$ cat src/common/sirp_pkg.sv
// Package: constants and carrier types for the serial register port
package sirp_pkg;
  localparam int          FRAME_BITS     = 32;
  localparam int          ADDR_BITS      = 6;
  localparam int          DATA_BITS      = 24;
  localparam int          REG_COUNT      = 64;
  localparam logic [5:0]  SPI_LAST_HDR   = 6'h07;
  localparam logic [5:0]  SPI_LAST_BIT   = 6'h1f;
  localparam logic [5:0]  I2C_ADDR_HI    = 6'h04;
  localparam logic [23:0] REG_RST_VAL    = 24'h000000;
  localparam int          SYS_CLK_HZ     = 20000000;
  localparam int          I2C_MAX_KBPS   = 400;
  localparam int          I2C_BIT_CYC    = SYS_CLK_HZ / (I2C_MAX_KBPS * 1000);

  typedef struct packed {
    logic       clk;
    logic       sel;
    logic       mosi;
    logic       sda;
  } sirp_pins_s;

  typedef enum logic [2:0] {
    I2C_IDLE = 3'b000,
    I2C_DEV  = 3'b001,
    I2C_DACK = 3'b011,
    I2C_REG  = 3'b010,
    I2C_WDAT = 3'b110,
    I2C_RDAT = 3'b111,
    I2C_MACK = 3'b101,
    I2C_SKIP = 3'b100
  } sirp_i2c_e;
endpackage

$ cat src/core/sirp_port.sv
// Serial register port: SPI or I2C slave to a 64 x 24 register map
`timescale 1ns/1ns
`default_nettype none

// Functional notes
// - Latch select level at cold start; low means SPI, high means I2C.
// - Weak pull-down on select, switched off once I2C mode is latched.
// - SPI frame: write flag, 6 address bits, null bit, 24 data bits.
// - Address picks one of 64 locations, 24 bits each, all addressable.
// - Flag, address and null bit sampled on rising SPI clock edges.
// - Register data driven on MISO, changed on falling clock edges.
// - Read frames ignore later bits and leave the register unchanged.
// - Write frame commits 24 data bits on the 32nd falling edge.
// - Write frame also shifts out current data of the same register.
// - Select active high; early drop before 32nd fall aborts the frame.
// - In SPI mode, MISO is released whenever select is low.
// - Read-back returns zeros in the address field positions.
// - I2C uses clock pin as SCL, MISO as open-drain SDA; slave only.
// - I2C answers only to address 000100 plus strapped MOSI bit.
// - I2C follows Fast Mode, up to 400 kbit/s.
// - I2C write is three bytes, MSB first; commit on third ACK.
// - I2C write ended before three bytes is dropped.
// - I2C read sends three bytes MSB first; stops on STOP or NACK.
module sirp_port (
  // Clock and reset
  input  wire logic sys_clk,
  input  wire logic nrst,
  // Cold start init phase, high while the mode latch is open
  input  wire logic init_phase,
  // Pins
  input  wire logic sel_pin,
  input  wire logic clk_pin,
  input  wire logic mosi_pin,
  input  wire logic miso_in,
  output logic      miso_out,
  output logic      miso_oe_n,
  output logic      sel_pulldown_en,
  // Mode status
  output logic      bus_mode_select_latch
);

  // ****************************************
  // Input synchronisers
  // ****************************************
  sirp_pkg::sirp_pins_s meta_q;
  sirp_pkg::sirp_pins_s sync_q;
  sirp_pkg::sirp_pins_s prev_q;

  always_ff @(posedge sys_clk or negedge nrst) begin
    if (!nrst) begin
      meta_q <= '0;
      sync_q <= '0;
      prev_q <= '0;
    end else begin
      meta_q <= {clk_pin, sel_pin, mosi_pin, miso_in};
      sync_q <= meta_q;
      prev_q <= sync_q;
    end
  end

  logic clk_rise;
  logic clk_fall;
  logic sel_hi;
  // Some fifty samples per fast-mode bit, so no edge is missed
  assign clk_rise = sync_q.clk & ~prev_q.clk;
  assign clk_fall = ~sync_q.clk & prev_q.clk;
  assign sel_hi   = sync_q.sel;

  // ****************************************
  // Mode latch
  // ****************************************
  logic init_d1_q;
  logic mode_i2c_q;
  logic strap_a0_q;

  always_ff @(posedge sys_clk or negedge nrst) begin
    if (!nrst) begin
      init_d1_q  <= 1'b0;
      mode_i2c_q <= 1'b0;
      strap_a0_q <= 1'b0;
    end else begin
      init_d1_q <= init_phase;
      if (init_phase) begin
        mode_i2c_q <= sync_q.sel;
        strap_a0_q <= sync_q.mosi;
      end
    end
  end

  assign bus_mode_select_latch = mode_i2c_q;
  assign sel_pulldown_en       = ~mode_i2c_q;

  // ****************************************
  // Register map
  // ****************************************
  // Unpopulated locations are plain storage so every address answers
  logic [23:0] regs_q [sirp_pkg::REG_COUNT];
  logic        wr_en;
  logic [5:0]  wr_addr;
  logic [23:0] wr_data;

  always_ff @(posedge sys_clk or negedge nrst) begin
    if (!nrst) begin
      for (int i = 0; i < sirp_pkg::REG_COUNT; i++) begin
        regs_q[i] <= sirp_pkg::REG_RST_VAL;
      end
    end else if (wr_en) begin
      regs_q[wr_addr] <= wr_data;
    end
  end

  // ****************************************
  // SPI engine
  // ****************************************
  logic [5:0]  spi_cnt_q;
  logic [7:0]  spi_hdr_q;
  logic [23:0] spi_sh_q;
  logic [23:0] spi_out_q;
  logic        spi_miso_q;
  logic        spi_wr;
  logic        spi_mode;

  assign spi_mode = ~mode_i2c_q;
  assign spi_wr   = spi_mode & sel_hi & clk_fall & (spi_cnt_q == sirp_pkg::SPI_LAST_BIT)
                    & spi_hdr_q[7];

  always_ff @(posedge sys_clk or negedge nrst) begin
    if (!nrst) begin
      spi_cnt_q <= '0;
      spi_hdr_q <= '0;
      spi_sh_q  <= '0;
    end else if (!spi_mode || !sel_hi) begin
      spi_cnt_q <= '0;
    end else begin
      if (clk_rise) begin
        if (spi_cnt_q <= sirp_pkg::SPI_LAST_HDR) begin
          spi_hdr_q <= {spi_hdr_q[6:0], sync_q.mosi};
        end else begin
          spi_sh_q <= {spi_sh_q[22:0], sync_q.mosi};
        end
      end
      if (clk_fall && spi_cnt_q != sirp_pkg::SPI_LAST_BIT) begin
        spi_cnt_q <= spi_cnt_q + 6'h01;
      end
    end
  end

  // Outgoing data loads after the null bit is in, shifting on falls
  always_ff @(posedge sys_clk or negedge nrst) begin
    if (!nrst) begin
      spi_out_q  <= '0;
      spi_miso_q <= 1'b0;
    end else if (!sel_hi) begin
      spi_miso_q <= 1'b0;
    end else if (clk_fall) begin
      if (spi_cnt_q == sirp_pkg::SPI_LAST_HDR) begin
        spi_out_q  <= {regs_q[spi_hdr_q[6:1]][22:0], 1'b0};
        spi_miso_q <= regs_q[spi_hdr_q[6:1]][23];
      end else if (spi_cnt_q > sirp_pkg::SPI_LAST_HDR) begin
        spi_miso_q <= spi_out_q[23];
        spi_out_q  <= {spi_out_q[22:0], 1'b0};
      end else begin
        spi_miso_q <= 1'b0;
      end
    end
  end

  // ****************************************
  // I2C engine
  // ****************************************
  sirp_pkg::sirp_i2c_e st_q;
  logic [3:0]  bit_q;
  logic [7:0]  byte_q;
  logic [1:0]  bcnt_q;
  logic        rnw_q;
  logic [5:0]  raddr_q;
  logic [23:0] wbuf_q;
  logic [23:0] rbuf_q;
  logic        sda_low_q;
  logic        reg_seen_q;
  logic        i2c_start;
  logic        i2c_stop;
  logic        i2c_wr;

  // Start and stop are data edges while SCL is high
  assign i2c_start = mode_i2c_q & sync_q.clk & prev_q.clk & prev_q.sda & ~sync_q.sda;
  assign i2c_stop  = mode_i2c_q & sync_q.clk & prev_q.clk & ~prev_q.sda & sync_q.sda;
  // Commit only when the third data byte is acknowledged
  assign i2c_wr = (st_q == sirp_pkg::I2C_DACK) & clk_fall & bcnt_q == 2'd3 & ~rnw_q;

  always_ff @(posedge sys_clk or negedge nrst) begin
    if (!nrst) begin
      st_q      <= sirp_pkg::I2C_IDLE;
      bit_q     <= '0;
      byte_q    <= '0;
      bcnt_q    <= '0;
      rnw_q     <= 1'b0;
      raddr_q   <= '0;
      wbuf_q    <= '0;
      rbuf_q    <= '0;
      sda_low_q <= 1'b0;
      reg_seen_q <= 1'b0;
    end else if (!mode_i2c_q || i2c_stop) begin
      st_q      <= sirp_pkg::I2C_IDLE;
      sda_low_q <= 1'b0;
    end else if (i2c_start) begin
      st_q      <= sirp_pkg::I2C_DEV;
      bit_q     <= '0;
      bcnt_q    <= '0;
      sda_low_q <= 1'b0;
      reg_seen_q <= 1'b0;
    end else begin
      unique case (st_q)
        sirp_pkg::I2C_IDLE, sirp_pkg::I2C_SKIP: begin
          sda_low_q <= 1'b0;
        end
        sirp_pkg::I2C_DEV, sirp_pkg::I2C_REG, sirp_pkg::I2C_WDAT: begin
          if (clk_rise) begin
            byte_q <= {byte_q[6:0], sync_q.sda};
            bit_q  <= bit_q + 4'd1;
          end
          if (clk_fall && bit_q == 4'd8) begin
            bit_q <= '0;
            if (st_q == sirp_pkg::I2C_DEV) begin
              if (byte_q[7:1] == {sirp_pkg::I2C_ADDR_HI, strap_a0_q}) begin
                rnw_q     <= byte_q[0];
                sda_low_q <= 1'b1;
                st_q      <= sirp_pkg::I2C_DACK;
              end else begin
                st_q <= sirp_pkg::I2C_SKIP;
              end
            end else if (st_q == sirp_pkg::I2C_REG) begin
              raddr_q   <= byte_q[5:0];
              reg_seen_q <= 1'b1;
              sda_low_q <= 1'b1;
              st_q      <= sirp_pkg::I2C_DACK;
            end else begin
              wbuf_q    <= {wbuf_q[15:0], byte_q};
              bcnt_q    <= bcnt_q + 2'd1;
              sda_low_q <= 1'b1;
              st_q      <= sirp_pkg::I2C_DACK;
            end
          end
        end
        sirp_pkg::I2C_DACK: begin
          if (clk_fall) begin
            sda_low_q <= 1'b0;
            if (rnw_q) begin
              rbuf_q    <= {regs_q[raddr_q][22:0], 1'b0};
              sda_low_q <= ~regs_q[raddr_q][23];
              bit_q     <= 4'd1;
              bcnt_q    <= 2'd1;
              st_q      <= sirp_pkg::I2C_RDAT;
            end else if (!reg_seen_q) begin
              st_q <= sirp_pkg::I2C_REG;
            end else if (bcnt_q == 2'd3) begin
              st_q <= sirp_pkg::I2C_SKIP;
            end else begin
              st_q <= sirp_pkg::I2C_WDAT;
            end
          end
        end
        sirp_pkg::I2C_RDAT: begin
          if (clk_fall) begin
            if (bit_q == 4'd8) begin
              sda_low_q <= 1'b0;
              bit_q     <= '0;
              st_q      <= sirp_pkg::I2C_MACK;
            end else begin
              sda_low_q <= ~rbuf_q[23];
              rbuf_q    <= {rbuf_q[22:0], 1'b0};
              bit_q     <= bit_q + 4'd1;
            end
          end
        end
        sirp_pkg::I2C_MACK: begin
          if (clk_rise) begin
            if (sync_q.sda || bcnt_q == 2'd3) begin
              st_q <= sirp_pkg::I2C_SKIP;
            end else begin
              bcnt_q <= bcnt_q + 2'd1;
              st_q   <= sirp_pkg::I2C_RDAT;
            end
          end
        end
        default: st_q <= sirp_pkg::I2C_IDLE;
      endcase
    end
  end

  // ****************************************
  // Write arbitration and pin drive
  // ****************************************
  assign wr_en   = spi_wr | i2c_wr;
  assign wr_addr = spi_wr ? spi_hdr_q[6:1] : raddr_q;
  assign wr_data = spi_wr ? spi_sh_q : wbuf_q;

  // I2C only ever pulls low, never drives high, so no mastering
  assign miso_out  = mode_i2c_q ? 1'b0 : spi_miso_q;
  assign miso_oe_n = mode_i2c_q ? ~sda_low_q : ~sel_hi;

  // ****************************************
  // Checks
  // ****************************************
  a_miso_release: assert property (@(posedge sys_clk) disable iff (!nrst)
    (!mode_i2c_q && !sel_hi) |-> miso_oe_n)
    else $error("MISO driven while select low");
  a_pulldown_mode: assert property (@(posedge sys_clk) disable iff (!nrst)
    sel_pulldown_en == !bus_mode_select_latch)
    else $error("pull-down not following mode");
  a_mode_stable: assert property (@(posedge sys_clk) disable iff (!nrst)
    !init_d1_q |-> $stable(mode_i2c_q))
    else $error("mode changed outside init");
  a_spi_commit: assert property (@(posedge sys_clk) disable iff (!nrst)
    spi_wr |=> regs_q[$past(spi_hdr_q[6:1])] == $past(spi_sh_q))
    else $error("SPI write not committed");
  a_read_nowr: assert property (@(posedge sys_clk) disable iff (!nrst)
    (spi_mode && !spi_hdr_q[7]) |-> !spi_wr)
    else $error("read frame wrote register");
  a_i2c_od: assert property (@(posedge sys_clk) disable iff (!nrst)
    mode_i2c_q |-> !miso_out)
    else $error("SDA driven high");
  a_i2c_third: assert property (@(posedge sys_clk) disable iff (!nrst)
    i2c_wr |-> bcnt_q == 2'd3 && !rnw_q)
    else $error("I2C commit before third byte");
  a_stop_abort: assert property (@(posedge sys_clk) disable iff (!nrst)
    i2c_stop |=> st_q == sirp_pkg::I2C_IDLE && !wr_en)
    else $error("stop did not abort");
  a_hdr_zero: assert property (@(posedge sys_clk) disable iff (!nrst)
    (spi_mode && sel_hi && clk_fall && spi_cnt_q < sirp_pkg::SPI_LAST_HDR) |=> !spi_miso_q)
    else $error("header field not zero");
  a_reg_select: assert property (@(posedge sys_clk) disable iff (!nrst)
    (mode_i2c_q && !i2c_stop && !i2c_start && st_q == sirp_pkg::I2C_REG && clk_fall
     && bit_q == 4'd8) |=> raddr_q == $past(byte_q[5:0]))
    else $error("register byte not taken");

endmodule

`default_nettype wire

$ cat config.mk
export PLATFORM = sky130hd
export DESIGN_NAME = sirp_port
export DESIGN_NICKNAME = d
export VERILOG_FILES = /design/src/common/sirp_pkg.sv /design/src/core/sirp_port.sv
export SDC_FILE = /design/constraint.sdc
export NUM_CORES = 2
export LEC_CHECK = 0
export ABC_AREA = 1
export BUFFER_PORTS_ARGS = -buffer_cell sky130_fd_sc_hd__buf_2
export CORE_MARGIN = 2
export CORE_UTILIZATION = 36
export DETAILED_ROUTE_END_ITERATION = 16
export MAX_ROUTING_LAYER = met4
export PLACE_DENSITY = 0.51
export SYNTH_ARGS = -nofsm -noshare
export SYNTH_HDL_FRONTEND = slang
export SYNTH_SLANG_ARGS = --single-unit
$ cat constraint.sdc
create_clock -name sys_clk -period 3.21 [get_ports sys_clk]
set_input_delay 0.321 -clock sys_clk [delete_from_list [all_inputs] [get_ports sys_clk]]
set_output_delay 0.321 -clock sys_clk [all_outputs]
set_load 0.02 [all_outputs]
==> key figures <==
Pwr
  – Cell-internal power: 39.3 mW
  – P_sw: 19.9 mW
  – Switch share: roughly a third
  – PwrDens: ~560 mW/mm2
  – Reg power frac: between 30% and 40%
  – Worst vdd ir: 458 uV
  – Overall power: 59.1 mW
  – Leakage power: around 48 nW
  – Combinational share of power: 22.2%
  – Clk pwr share: 41.3%

Timing
  – Fmax: 0.315 GHz
  – Worst slew pin tran: 1.29 ns
  – Setup violators final: 0
  – Setup Skew: 0.0602 ns
  – Setup_tns: 0 ns
  – Hold slack: 0.0801 ns
  – Final worst slack: 0.0359 ns
  – Slew HR: 13.8%
  – Max-slew violation total from the final report: 0
  – Fin crit period: about 3.2 ns
  – Final Hold Viols: 0
  – Final worst-path cycle share: between 90% and 100%

Setup path
  – R2R Setup Slk: 0.04 ns
  – CP Class: register to register
  – Setup crit start: raddr_q[1]
  – CP required: 3.98 ns
  – Worst-path fanout max: 59
  – CP endpoint kind: register
  – Critical path arrival: 3.94 ns
  – Reg2reg path depth: 11
  – Worst R2R End: rbuf_q[17]
  – Critical register-to-register path startpoint: raddr_q[1]
  – Crit start category: register

Yosys
  – Area contributors post-synth: dfrtp_1 46%, nand2_1 22%, nand3_1 13%
  – Yosys synthesis warning count: 0
  – Mapped Avg Cell Area: 6.90 um2
  – Synth Instances: 13,400
  – Synthesized Nets: 13,400
  – Synth top area share: 45.5%
  – Cell taking the most area after synthesis: dfrtp_1
  – Unique masters post-synth: 35
  – Post-synthesis cell area: 0.0925 mm2
  – FF+latch count, synth: 1,683
  – Register area share after synthesis: 45.5%

Worst hold path
  – Hold path start: miso_in
  – Worst Hold Depth: 2
  – Tightest Hold Check Type: primary input to register
  – Hold EP: meta_q[0]

Drt
  – Routed WL: 408,000 um
  – WL/cell: approximately 25 um
  – Post-route ant nets: 0
  – 1st-pass router iterations: 8
  – Total number of vias: around 94,000
  – Initial DRC count: 13,200
  – Vias/cell: 5.70
  – Post-route DRC: 0

Finish
  – FILL cells: 26,200
  – Commonest non-fill, non-tap cell in the layout: nand2_1
  – Final net count: 13,000
  – Most frequent cells in the layout: 5,305 x nand2_1, 2,467 x nand3_1, 1,673 x dfrtp_1
  – Cell Count, Final, Fillers Out: 16,500
  – Post-route cell area: 0.106 mm2
  – Share of cells above drive strength 1: 7.59%
  – Final Core Density: 41.5%
  – Layout area overhead: 14.8%

Floorplan
  – Die extent in x: 511 um
  – Row count: ~190
  – I/O Pins: 11
  – Core ar.: around 0.26 mm2
  – Die H: 511 um
  – Initial core utilization: 36.1%
  – DIE AREA: 0.261 mm2

Placement
  – Placed cell areas: 0.0990 mm2
  – Pre-CTS setup slack: roughly 0.037 ns
  – Port Buffers: 10
  – Final GP Congestion: between 0.8 and 0.9
  – Dpl cells: 16,100
  – Post-detail-place hpwl: 237,000 um

GRT
  – Antenna violations before repair: 19
  – Largest net degree at the start of global routing: around 100
  – Total track usage: between 30% and 40%
  – First-pass GRT wire length: 598,000 um
  – GRT overflow: 0
  – Vias in the first global route: 88,300

Status
  – Status: complete, no violations

Clocking
  – Clock sinks: between 1,500 and 2,000
  – CTS tree: yes
  – Clock root buffer: clkbuf_16
  – Cts bufs inserted: between 200 and 250
  – Clock-pin slew on the worst setup and hold paths: 0.06 ns
  – CTS HTree Levels: 4
  – Worst-Skew Late Latency: 0.91 ns
  – CTS Buffer Depth: 4

Job
  – MaxCap Viol Count: 0
[metal layers]
layer	track usage [%]	wire (um)	share of wire (%)
met5	-	0	0
met1	41.8	170000	42
met4	13.8	20300	5.0
met3	5.09	39900	9.8
met2	46.1	177000	43
[synthesized netlist by cell type]
library cell and count:
buf_2 176, o21ai_2 4, nand2_2 8, o21a_1 1
inv_4 1, or2_2 1, o22ai_1 9, nor3_4 4
nor3_1 9, nor2_2 9, nand4_1 3, clkbuf_1 903
buf_1 66, mux2_2 15, o21ai_0 1595, buf_4 7
o31ai_1 6, o21bai_1 1, nor2_1 129, buf_6 14
dfrtp_1 1683, a21oi_1 194, inv_2 13, ha_1 4
o21ai_4 2, o21ai_1 175, nand2_1 5363, o211ai_1 25
nor3_2 1, xor2_1 1, nand3_1 2469, a211oi_1 2
nor2_4 4, inv_1 508, clkinv_1 2
[flip-flops by register name, indices dropped and copies added (netlist names), 2 cells and up]
register,cells
rbuf_q,23
sync_q,3
spi_sh_q,24
spi_hdr_q,8
st_q,3
bcnt_q,2
spi_cnt_q,6
spi_out_q,23
bit_q,4
raddr_q,6
meta_q,4
byte_q,8
wbuf_q,24
prev_q,2
regs_q,1536
[logic make-up after synthesis]
kind of cell / share of synthesized area [%]
AOI/OAI and AO/OA: 11.0
xor gates and xnor gates: 0.00947
adders and majority gates: 0.0541
buffers and inverters: 7.24
DFF: 45.5
muxes: 0.183
and+or+nand+nor: 36.0
[area by class of cell]
type	instances	area, um2	share of cell area (%)
inverter	524	2050	1.93
timing repair inverter	1	11.3	0.0106
antenna	12	30.0	0.0283
clock inverter	46	668	0.629
sequential	1683	42100	39.7
tap	3384	4230	3.98
clock buffer	317	6260	5.89
timing repair buffer	523	6800	6.40
multi-input combinational	10000	44100	41.5
[critical path, cell delays in order, from the launching register on]
cell and delay (ns):
dfrtp_4 0.53, buf_12 0.39, buf_4 0.38, nand3_1 0.11, nand3_1 0.11, nand2_1 0.17, nand2_1 0.11, nand3_1 0.24
o211ai_1 0.58, nand3_1 0.16, nand2_1 0.12, nand2_1 0.05
[worst max-delay path by stage]
stage	end	slack, ns	depth (start not counted)
final	rbuf_q[17]	0.04	11
after global routing	rbuf_q[18]	-0.009	13
after CTS	rbuf_q[18]	0.006	11
after detailed placement	rbuf_q[18]	0.04	11
after global placement	regs_q[1457]	0.01	16
after floorplan	regs_q[84]	0.62	16
[power by group through the flow]
| stage | Clock (mW) | Combinational [mW] | Sequential, mW |
|---|---|---|---|
| 6_report | 24.4 | 13.1 | 21.6 |
| 5_1_grt | 25.6 | 13.7 | 21.6 |
| 4_1_cts | 24.7 | 12.8 | 21.6 |
| 3_5_place_dp | 0 | 12.7 | 22.0 |
| 3_3_place_gp | 0 | 12.7 | 22.0 |
| 2_1_floorplan | 0 | 6.23 | 21.8 |
[what timing repair did]
action / CTS / global route
resized for setup: 0 / 12
buffers inserted: 0 / 8
hold buffers: 6 / 0
endpoints found under the hold margin: 116 / 0
endpoints found under the setup margin: 0 / 172
(Power assumes the default switching activity.)
